### src/hdl/esip_consts.vh
// Constants for the Ethernet status word and node address selection block.
`ifndef ESIP_CONSTS_VH
`define ESIP_CONSTS_VH

// ****************************************************************
// Register byte offsets.
// ****************************************************************
`define ESIP_OFF_STATUS 12'h000
`define ESIP_OFF_VERSION 12'h004
`define ESIP_OFF_CTRL 12'h008
`define ESIP_OFF_DEF_ADDR 12'h00c
`define ESIP_OFF_DEF_MASK 12'h010
`define ESIP_OFF_DEF_GW 12'h014
`define ESIP_OFF_ADDR 12'h018
`define ESIP_OFF_MASK 12'h01c
`define ESIP_OFF_GW 12'h020
`define ESIP_OFF_IRQ_STAT 12'h024
`define ESIP_OFF_IRQ_MASK 12'h028
`define ESIP_OFF_LOAD 12'h02c

// ****************************************************************
// Field positions.
// ****************************************************************
`define ESIP_ST_DUPLEX 13
`define ESIP_ST_SPEED 12
`define ESIP_ST_RX 10
`define ESIP_ST_TX 9
`define ESIP_ST_LINK 8
`define ESIP_CTRL_DIR_RW 0
`define ESIP_CTRL_NODE_OPT 1
`define ESIP_CTRL_ADDR_TGT 2
`define ESIP_CTRL_MASK_TGT 3
`define ESIP_CTRL_GW_TGT 4
`define ESIP_LOAD_OK 0
`define ESIP_LOAD_FAIL 1
`define ESIP_IRQ_STATUS 0
`define ESIP_IRQ_ADDR 1
`define ESIP_IRQ_LOAD 2
`define ESIP_IRQ_W 3

// ****************************************************************
// Values.
// ****************************************************************
`define ESIP_MAX_SESSIONS 8'h28
`define ESIP_VER_SCALE 16'h0064
`define ESIP_RST_ADDR 32'hc0a8_0001
`define ESIP_RST_MASK 32'hffff_ff00
`define ESIP_RST_GW 32'h0000_0000
`define ESIP_RST_CTRL 32'h0000_0000

`endif

### src/hdl/esip_nv_store.v
// Non-volatile copy of the default address, mask and gateway.
`timescale 1ns/100ps
`include "esip_consts.vh"
module esip_nv_store (
    input wire clk_i,
    input wire rst_i,
    input wire save_i,
    input wire [31:0] addr_i,
    input wire [31:0] mask_i,
    input wire [31:0] gw_i,
    output reg [31:0] addr_o,
    output reg [31:0] mask_o,
    output reg [31:0] gw_o
);
    // Contents survive a failed load; only a good load or a reset rewrites them.
    always @(posedge clk_i or posedge rst_i) begin
        if (rst_i) begin
            addr_o <= `ESIP_RST_ADDR;
            mask_o <= `ESIP_RST_MASK;
            gw_o <= `ESIP_RST_GW;
        end else if (save_i) begin
            addr_o <= addr_i;
            mask_o <= mask_i;
            gw_o <= gw_i;
        end
    end
endmodule

### src/hdl/esip_top.v
// APB register bank for Ethernet status word, version and node address selection.
`timescale 1ns/100ps
`include "esip_consts.vh"
module esip_top #(
    parameter FW_VERSION_X100 = 16'd430
) (
    input wire SYS_CLK_I,
    input wire RST_I,
    input wire PSEL_I,
    input wire PENABLE_I,
    input wire PWRITE_I,
    input wire [11:0] PADDR_I,
    input wire [31:0] PWDATA_I,
    output reg [31:0] PRDATA_O,
    output reg PREADY_O,
    output reg PSLVERR_O,
    input wire LINK_DUPLEX_I,
    input wire LINK_SPEED_FLAG_I,
    input wire RX_ACTIVE_I,
    input wire TX_ACTIVE_I,
    input wire LINK_UP_I,
    input wire [7:0] OPEN_SESSION_COUNT_I,
    input wire [7:0] NODE_ID_I,
    output reg [31:0] NODE_ADDR_O,
    output reg [31:0] NODE_MASK_O,
    output reg [31:0] NODE_GW_O,
    output reg [15:0] LINK_STATUS_WORD_O,
    output reg IRQ_O
);

    // ****************************************************************
    // Helpers.
    // ****************************************************************
    function [7:0] clamp_sessions;
        input [7:0] cnt;
        begin
            clamp_sessions = (cnt > `ESIP_MAX_SESSIONS) ? `ESIP_MAX_SESSIONS : cnt;
        end
    endfunction

    function [31:0] merge_word;
        input [31:0] old;
        input [31:0] wdat;
        input hit;
        begin
            merge_word = hit ? wdat : old;
        end
    endfunction

    // Compares a bus address with one register offset.
    function reg_hit;
        input [11:0] addr;
        input [11:0] off;
        begin
            reg_hit = (addr == off);
        end
    endfunction

    // ****************************************************************
    // State.
    // ****************************************************************
    reg [15:0] link_status_word_ff;
    reg [15:0] nxt_link_status_word;
    reg [31:0] ctrl_ff;
    reg [31:0] def_addr_ff;
    reg [31:0] def_mask_ff;
    reg [31:0] def_gw_ff;
    reg [31:0] addr_tgt_ff;
    reg [31:0] mask_tgt_ff;
    reg [31:0] gw_tgt_ff;
    reg [31:0] nxt_addr_tgt;
    reg [31:0] nxt_mask_tgt;
    reg [31:0] nxt_gw_tgt;
    reg [31:0] act_addr;
    reg [31:0] act_mask;
    reg [31:0] act_gw;
    reg [`ESIP_IRQ_W-1:0] irq_stat_ff;
    reg [`ESIP_IRQ_W-1:0] irq_mask_ff;
    reg [`ESIP_IRQ_W-1:0] irq_evt;
    reg load_failed_ff;
    reg nv_save_ff;
    reg [31:0] rdata;
    reg addr_ok;
    wire [31:0] nv_addr;
    wire [31:0] nv_mask;
    wire [31:0] nv_gw;
    wire [15:0] version_word;
    wire acc;
    wire wr;
    wire dir_rw;
    wire node_opt;
    wire wr_done;
    wire wr_addr_tgt;
    wire wr_mask_tgt;
    wire wr_gw_tgt;
    wire wr_load;
    wire wr_irq_stat;
    reg [31:0] base_addr;
    reg [31:0] base_mask;
    reg [31:0] base_gw;

    assign acc = PSEL_I & PENABLE_I;
    assign wr = acc & PWRITE_I;
    assign dir_rw = ctrl_ff[`ESIP_CTRL_DIR_RW];
    assign node_opt = ctrl_ff[`ESIP_CTRL_NODE_OPT] & ~dir_rw;
    assign version_word = FW_VERSION_X100;

    // ****************************************************************
    // Write strobes.
    // ****************************************************************
    // A write lands once, at the answering edge, and never in the wait state.
    assign wr_done = wr & PREADY_O;
    assign wr_addr_tgt = wr_done & reg_hit(PADDR_I, `ESIP_OFF_ADDR);
    assign wr_mask_tgt = wr_done & reg_hit(PADDR_I, `ESIP_OFF_MASK);
    assign wr_gw_tgt = wr_done & reg_hit(PADDR_I, `ESIP_OFF_GW);
    assign wr_load = wr_done & reg_hit(PADDR_I, `ESIP_OFF_LOAD);
    assign wr_irq_stat = wr_done & reg_hit(PADDR_I, `ESIP_OFF_IRQ_STAT);

    esip_nv_store u_nv (
        .clk_i(SYS_CLK_I),
        .rst_i(RST_I),
        .save_i(nv_save_ff),
        .addr_i(def_addr_ff),
        .mask_i(def_mask_ff),
        .gw_i(def_gw_ff),
        .addr_o(nv_addr),
        .mask_o(nv_mask),
        .gw_o(nv_gw)
    );

    // ****************************************************************
    // Status word, sampled from all inputs in one cycle.
    // ****************************************************************
    always @* begin
        nxt_link_status_word = 16'h0000;
        nxt_link_status_word[`ESIP_ST_DUPLEX] = LINK_DUPLEX_I;
        nxt_link_status_word[`ESIP_ST_SPEED] = LINK_SPEED_FLAG_I;
        nxt_link_status_word[`ESIP_ST_RX] = RX_ACTIVE_I;
        nxt_link_status_word[`ESIP_ST_TX] = TX_ACTIVE_I;
        nxt_link_status_word[`ESIP_ST_LINK] = LINK_UP_I;
        nxt_link_status_word[7:0] = clamp_sessions(OPEN_SESSION_COUNT_I);
    end

    // ****************************************************************
    // Fallback defaults.
    // ****************************************************************
    // The saved copy replaces the live defaults once a load has failed.
    always @* begin
        base_addr = def_addr_ff;
        base_mask = def_mask_ff;
        base_gw = def_gw_ff;
        if (load_failed_ff) begin
            base_addr = nv_addr;
            base_mask = nv_mask;
            base_gw = nv_gw;
        end
    end

    // ****************************************************************
    // Address source selection.
    // ****************************************************************
    // Software owns the address only in read/write direction with its target enabled.
    // The node id replaces the low octet only in read-only direction.
    always @* begin
        act_addr = base_addr;
        act_mask = base_mask;
        act_gw = base_gw;
        if (dir_rw && ctrl_ff[`ESIP_CTRL_ADDR_TGT]) begin
            act_addr = addr_tgt_ff;
        end else if (node_opt) begin
            act_addr = {base_addr[31:8], NODE_ID_I};
        end
        if (dir_rw && ctrl_ff[`ESIP_CTRL_MASK_TGT]) begin
            act_mask = mask_tgt_ff;
        end
        if (dir_rw && ctrl_ff[`ESIP_CTRL_GW_TGT]) begin
            act_gw = gw_tgt_ff;
        end
    end

    // Targets: software owns them in read/write direction, device otherwise.
    always @* begin
        nxt_addr_tgt = addr_tgt_ff;
        nxt_mask_tgt = mask_tgt_ff;
        nxt_gw_tgt = gw_tgt_ff;
        if (dir_rw) begin
            nxt_addr_tgt = merge_word(addr_tgt_ff, PWDATA_I, wr_addr_tgt);
            nxt_mask_tgt = merge_word(mask_tgt_ff, PWDATA_I, wr_mask_tgt);
            nxt_gw_tgt = merge_word(gw_tgt_ff, PWDATA_I, wr_gw_tgt);
        end else begin
            if (ctrl_ff[`ESIP_CTRL_ADDR_TGT]) begin
                nxt_addr_tgt = act_addr;
            end
            if (ctrl_ff[`ESIP_CTRL_MASK_TGT]) begin
                nxt_mask_tgt = act_mask;
            end
            if (ctrl_ff[`ESIP_CTRL_GW_TGT]) begin
                nxt_gw_tgt = act_gw;
            end
        end
    end

    // ****************************************************************
    // Interrupt events.
    // ****************************************************************
    always @* begin
        irq_evt = {`ESIP_IRQ_W{1'b0}};
        irq_evt[`ESIP_IRQ_STATUS] = (nxt_link_status_word != link_status_word_ff);
        irq_evt[`ESIP_IRQ_ADDR] = (act_addr != NODE_ADDR_O);
        irq_evt[`ESIP_IRQ_LOAD] = wr_load & PWDATA_I[`ESIP_LOAD_FAIL];
    end

    // ****************************************************************
    // Read decode.
    // ****************************************************************
    always @* begin
        rdata = 32'h0000_0000;
        addr_ok = 1'b1;
        case (PADDR_I)
            `ESIP_OFF_STATUS: rdata = {16'h0000, link_status_word_ff};
            `ESIP_OFF_VERSION: rdata = {16'h0000, version_word};
            `ESIP_OFF_CTRL: rdata = ctrl_ff;
            `ESIP_OFF_DEF_ADDR: rdata = def_addr_ff;
            `ESIP_OFF_DEF_MASK: rdata = def_mask_ff;
            `ESIP_OFF_DEF_GW: rdata = def_gw_ff;
            `ESIP_OFF_ADDR: rdata = addr_tgt_ff;
            `ESIP_OFF_MASK: rdata = mask_tgt_ff;
            `ESIP_OFF_GW: rdata = gw_tgt_ff;
            `ESIP_OFF_IRQ_STAT: rdata = {29'h0000_0000, irq_stat_ff};
            `ESIP_OFF_IRQ_MASK: rdata = {29'h0000_0000, irq_mask_ff};
            `ESIP_OFF_LOAD: rdata = {31'h0000_0000, load_failed_ff};
            default: addr_ok = 1'b0;
        endcase
    end

    // ****************************************************************
    // Registers.
    // ****************************************************************
    always @(posedge SYS_CLK_I or posedge RST_I) begin
        if (RST_I) begin
            link_status_word_ff <= 16'h0000;
            ctrl_ff <= `ESIP_RST_CTRL;
            def_addr_ff <= `ESIP_RST_ADDR;
            def_mask_ff <= `ESIP_RST_MASK;
            def_gw_ff <= `ESIP_RST_GW;
            addr_tgt_ff <= 32'h0000_0000;
            mask_tgt_ff <= 32'h0000_0000;
            gw_tgt_ff <= 32'h0000_0000;
            irq_stat_ff <= {`ESIP_IRQ_W{1'b0}};
            irq_mask_ff <= {`ESIP_IRQ_W{1'b0}};
            load_failed_ff <= 1'b0;
            nv_save_ff <= 1'b0;
            PRDATA_O <= 32'h0000_0000;
            PREADY_O <= 1'b0;
            PSLVERR_O <= 1'b0;
            NODE_ADDR_O <= `ESIP_RST_ADDR;
            NODE_MASK_O <= `ESIP_RST_MASK;
            NODE_GW_O <= `ESIP_RST_GW;
            LINK_STATUS_WORD_O <= 16'h0000;
            IRQ_O <= 1'b0;
        end else begin
            // Refreshed every cycle regardless of host run state.
            link_status_word_ff <= nxt_link_status_word;
            LINK_STATUS_WORD_O <= nxt_link_status_word;
            addr_tgt_ff <= nxt_addr_tgt;
            mask_tgt_ff <= nxt_mask_tgt;
            gw_tgt_ff <= nxt_gw_tgt;
            NODE_ADDR_O <= act_addr;
            NODE_MASK_O <= act_mask;
            NODE_GW_O <= act_gw;
            nv_save_ff <= 1'b0;
            // Access phase answers one cycle after it starts: pready pulses.
            PREADY_O <= acc & ~PREADY_O;
            PSLVERR_O <= acc & ~PREADY_O & ~addr_ok;
            if (acc && !PREADY_O && !PWRITE_I) begin
                PRDATA_O <= rdata;
            end
            // Writes land at the edge where pready is seen high.
            if (wr_done) begin
                case (PADDR_I)
                    `ESIP_OFF_CTRL: ctrl_ff <= PWDATA_I;
                    `ESIP_OFF_DEF_ADDR: def_addr_ff <= PWDATA_I;
                    `ESIP_OFF_DEF_MASK: def_mask_ff <= PWDATA_I;
                    `ESIP_OFF_DEF_GW: def_gw_ff <= PWDATA_I;
                    `ESIP_OFF_IRQ_MASK: irq_mask_ff <= PWDATA_I[`ESIP_IRQ_W-1:0];
                    `ESIP_OFF_LOAD: begin
                        if (PWDATA_I[`ESIP_LOAD_OK]) begin
                            nv_save_ff <= 1'b1;
                            load_failed_ff <= 1'b0;
                        end else if (PWDATA_I[`ESIP_LOAD_FAIL]) begin
                            load_failed_ff <= 1'b1;
                        end
                    end
                    // Status and version writes are ignored.
                    default: ctrl_ff <= ctrl_ff;
                endcase
            end
            // Set wins over write-one-to-clear.
            if (wr_irq_stat) begin
                irq_stat_ff <= (irq_stat_ff & ~PWDATA_I[`ESIP_IRQ_W-1:0]) | irq_evt;
            end else begin
                irq_stat_ff <= irq_stat_ff | irq_evt;
            end
            IRQ_O <= |(irq_stat_ff & irq_mask_ff);
        end
    end
endmodule

### config.mk
export PLATFORM = sky130hd
export DESIGN_NAME = esip_top
export DESIGN_NICKNAME = d
export VERILOG_FILES = /design/src/hdl/esip_nv_store.v /design/src/hdl/esip_top.v
export VERILOG_INCLUDE_DIRS = /design/src /design/src/hdl
export SDC_FILE = /design/constraint.sdc
export NUM_CORES = 1
export LEC_CHECK = 0
export BUFFER_PORTS_ARGS = -buffer_cell sky130_fd_sc_hd__clkbuf_2
export CORE_AREA = 10 10 264 266
export DETAILED_ROUTE_END_ITERATION = 10
export DIE_AREA = 0 0 274 276
export PLACE_DENSITY_LB_ADDON = 0.05
export SYNTH_ARGS = -nofsm -noshare
export SYNTH_HDL_FRONTEND = slang
export SYNTH_HIERARCHICAL = 1
export SYNTH_SLANG_ARGS = --single-unit
### constraint.sdc
create_clock -name SYS_CLK_I -period 27.7 [get_ports SYS_CLK_I]
set_clock_uncertainty 0.2 [all_clocks]
set_input_delay 5.54 -clock SYS_CLK_I [delete_from_list [all_inputs] [get_ports SYS_CLK_I]]
set_output_delay 5.54 -clock SYS_CLK_I [all_outputs]
set_load 0.05 [all_outputs]
==> results_dict.tcl <==
set metrics [dict create \
    status "completed" \
    cts_tree "yes" \
    comb_power_share 0.034 \
    utilization 0.405 \
    fin_crit_ns 9.14 \
    grt_pass1_wl_um 117000 \
    p_sw_frac 0.227 \
    drive_gt1_frac 0.382 \
    cap_violations 0 \
    async_flop_share 1.00 \
    fin_setup_tns_ns 0 \
    relSlewSlack 0.168 \
    dieArea_sq_um 75600 \
    antenna_found_initial 3 \
    grt_use_met3 0.0447 \
    synth_edf_count 0 \
    synth_top_area_cell "dfrtp_1" \
    io_buffer_count 213 \
    power_switching_w 0.000343 \
    wl_per_cell_um 27.0 \
    syn_avg_cell_area_sq_um 12.0 \
    first_pass_iters 6 \
    worst-path-max-fanout 33 \
    synth_cells 1857 \
    synth_top_cells_by_area "dfrtp_1, mux2_2, dfstp_2" \
    die_h_um 276 \
    layout.nets 2100 \
    period_share 0.330 \
    rr_worst_depth 7 \
    worst_pin_slew_ns 1.25 \
    grt-busiest-layer "met2" \
    finalHoldViolCount 0 \
    r2r_setup_slack_ns 23.84 \
    pin_count 217 \
    synth_area_sq_um 22400 \
    vdd_drop_max_uv 44.7 \
    hold_start "PRDATA_O[17]$_DFFE_PP0P_" \
    ant_nets 0 \
    clkTransAtPathRegs_ns 0.06 \
    via_count 15599 \
    p_clk_frac 0.507 \
    syn_to_final_growth_pct 16.1 \
    timing.fmax_ghz 0.109 \
    via_per_inst 5.32 \
    multiInputGateArea_sq_um 9660 \
    start_kind "input port" \
    pwr_density_cell_nw_per_um2 58.2 \
    setup_violations 0 \
    cts_setup_buffers 0 \
    grt_max_degree 130 \
    grt_use_met2 0.320 \
    met1_usage 0.291 \
    cts_resized 0 \
    crit_arrival_ns 9.43 \
    hold_buffers 0 \
    hold-path-endpoint "PRDATA_O[17]$_DFFE_PP0P_" \
    fin_ws_ns 18.56 \
    start_util 0.349 \
    r2r_end "irq_stat_ff[1]$_DFF_PP0_" \
    hold_path.class "reg -> reg" \
    yosysWarnings 6 \
    cts.sinks 472 \
    seq_area_frac_synth 0.533 \
    core_area_sq_um 64100 \
    die_x_um 274 \
    clk_latency_ns 0.61 \
    synth_flop_cell "dfrtp_1" \
    drcViolationCount 0 \
    grt_pass1_vias 16364 \
    clockBufferDepth 3 \
    root_buffer "clkbuf_16" \
    num_rows 93 \
    cts_made_buffers 54 \
    slew_violations 0 \
    place_ws_ns 17.99 \
    regArea_sq_um 11900 \
    n_antenna_cell 0 \
    leakage_nw 12.4 \
    gp_congestion 0.809 \
    internal_power_w 0.00117 \
    power_frac_seq 0.459 \
    cp_data_required_time_ns 27.98 \
    holdPathStages 1 \
    nFillCells 6141 \
    synth-seq-cells 472 \
    track_usage 0.207 \
    synth.distinct_cells 70 \
    detail_route.wirelength_um 79200 \
    htreeDepth 2 \
    rr_startpoint "ctrl_ff[0]$_DFFE_PP0P_" \
    synth_top_cell_area_share 0.428 \
    critical_path.endpoint_type "register" \
    finalNonFillerCells 2930 \
    dp_hpwl_um 50200 \
    grt-ovfl-total 0 \
    rsz0062_at_grt "false" \
    dp_cells 2829 \
    path_class "in -> reg" \
    drt_iter0_drc 1224 \
]
## cells in the final DEF (no fill, tap or decap), drive strengths merged, types with 4 or more instances in the layout
cell type	count
o21ai	96
clkinv	6
a21o	22
a221oi	5
nor3	9
o211ai	6
dfrtp	382
a211oi	4
nor2b	5
nand3	13
a21oi	170
nand2b	68
mux2i	58
dfstp	90
a222oi	20
mux4	22
clkbuf	301
conb	5
nor4	4
nand4	9
and2	5
a22oi	14
buf	31
and3	8
bufinv	4
nand2	93
a31oi	6
mux2	341
a22o	7
nor2	157
xnor2	35
o31ai	4
xor2	10
a32oi	4
inv	21
## worst max-delay path, cell delays in order
cell and delay, ns:
clkbuf_2 0.74, buf_4 0.57, nor2b_1 0.80, and3_1 0.29, and2_2 0.99, mux2_2 0.42
## per-stage QoR
stage / total power (W) / hold WS, ns / area, sq um
after floorplan: 0.000733 / 0.275 / 22400
after global placement: 0.000758 / 0.259 / 24100
after detailed placement: 0.000759 / 0.264 / 24100
after CTS: 0.00153 / 0.277 / 26000
after global routing: 0.00156 / 0.287 / 26000
final: 0.00151 / 0.271 / 26000
## synth_stat cells, types with 4 or more instances
cell type / number
a21oi_1: 170
mux4_2: 22
buf_4: 21
dfstp_2: 90
nand2_1: 93
a21o_1: 22
mux2_4: 40
mux2i_1: 58
nor2b_1: 5
a211oi_1: 4
o21ai_0: 92
xnor2_1: 35
nor3_1: 7
inv_1: 21
nand3_1: 13
and3_1: 8
a221oi_1: 5
nand4_1: 9
a22o_1: 7
a222oi_1: 20
dfrtp_1: 382
mux2_1: 17
o31ai_1: 4
a31oi_1: 6
and2_1: 5
buf_1: 10
xor2_1: 10
buf_6: 7
nand2b_1: 68
mux2_2: 284
buf_2: 46
buf_12: 4
clkbuf_1: 41
a22oi_1: 14
a32oi_1: 4
nor2_1: 155
o211ai_1: 6
## cell families (layout without fill, tap and decap cells)
group                     count (synthesis)  in the layout  synth area share
muxes                                   421            421             0.227
DFF                                     472            472             0.533
and+or+nand+nor                         388            388            0.0834
buffers and inverters                   151            365            0.0372
other                                     1              5          0.000168
AOI/OAI and AO/OA                       379            379             0.102
xor gates and xnor gates                 45             45            0.0176
## power by group through the flow
stage               Combinational (W)  Clock (W)  Sequential, W
floorplan                   0.0000242          0       0.000709
global placement            0.0000523          0       0.000706
detailed placement          0.0000524          0       0.000706
CTS                         0.0000524   0.000784       0.000694
global route                0.0000564   0.000812       0.000694
finish                      0.0000512   0.000766       0.000694
## per-layer routing
metal  share of wire  up-vias
li1                -     6975
met1            0.47     8098
met2            0.45      424
met3           0.058       98
met4           0.021        4
met5         0.00034        -
## worst max-delay path by stage
stage / startpoint / end / slack, ns
CTS: PADDR_I[3] / ctrl_ff[10]$_DFFE_PP0P_ / 18.68
detailed placement: PADDR_I[3] / ctrl_ff[26]$_DFFE_PP0P_ / 17.99
global placement: PADDR_I[3] / ctrl_ff[13]$_DFFE_PP0P_ / 18.11
global route: PADDR_I[3] / ctrl_ff[16]$_DFFE_PP0P_ / 18.49
floorplan: RST_I / IRQ_O$_DFF_PP0_ / 11.62
finish: PADDR_I[3] / ctrl_ff[13]$_DFFE_PP0P_ / 18.56
## final cells by class
cell class,instances,area share
flip-flops and latches,472,0.460
multi-input cells,1238,0.372
clock buffers,89,0.0673
repair buffers,243,0.0502
well taps,855,0.0412
clock inverters,12,0.00636
inverters,21,0.00342
Note: power is estimated with default switching activity, not from simulation.
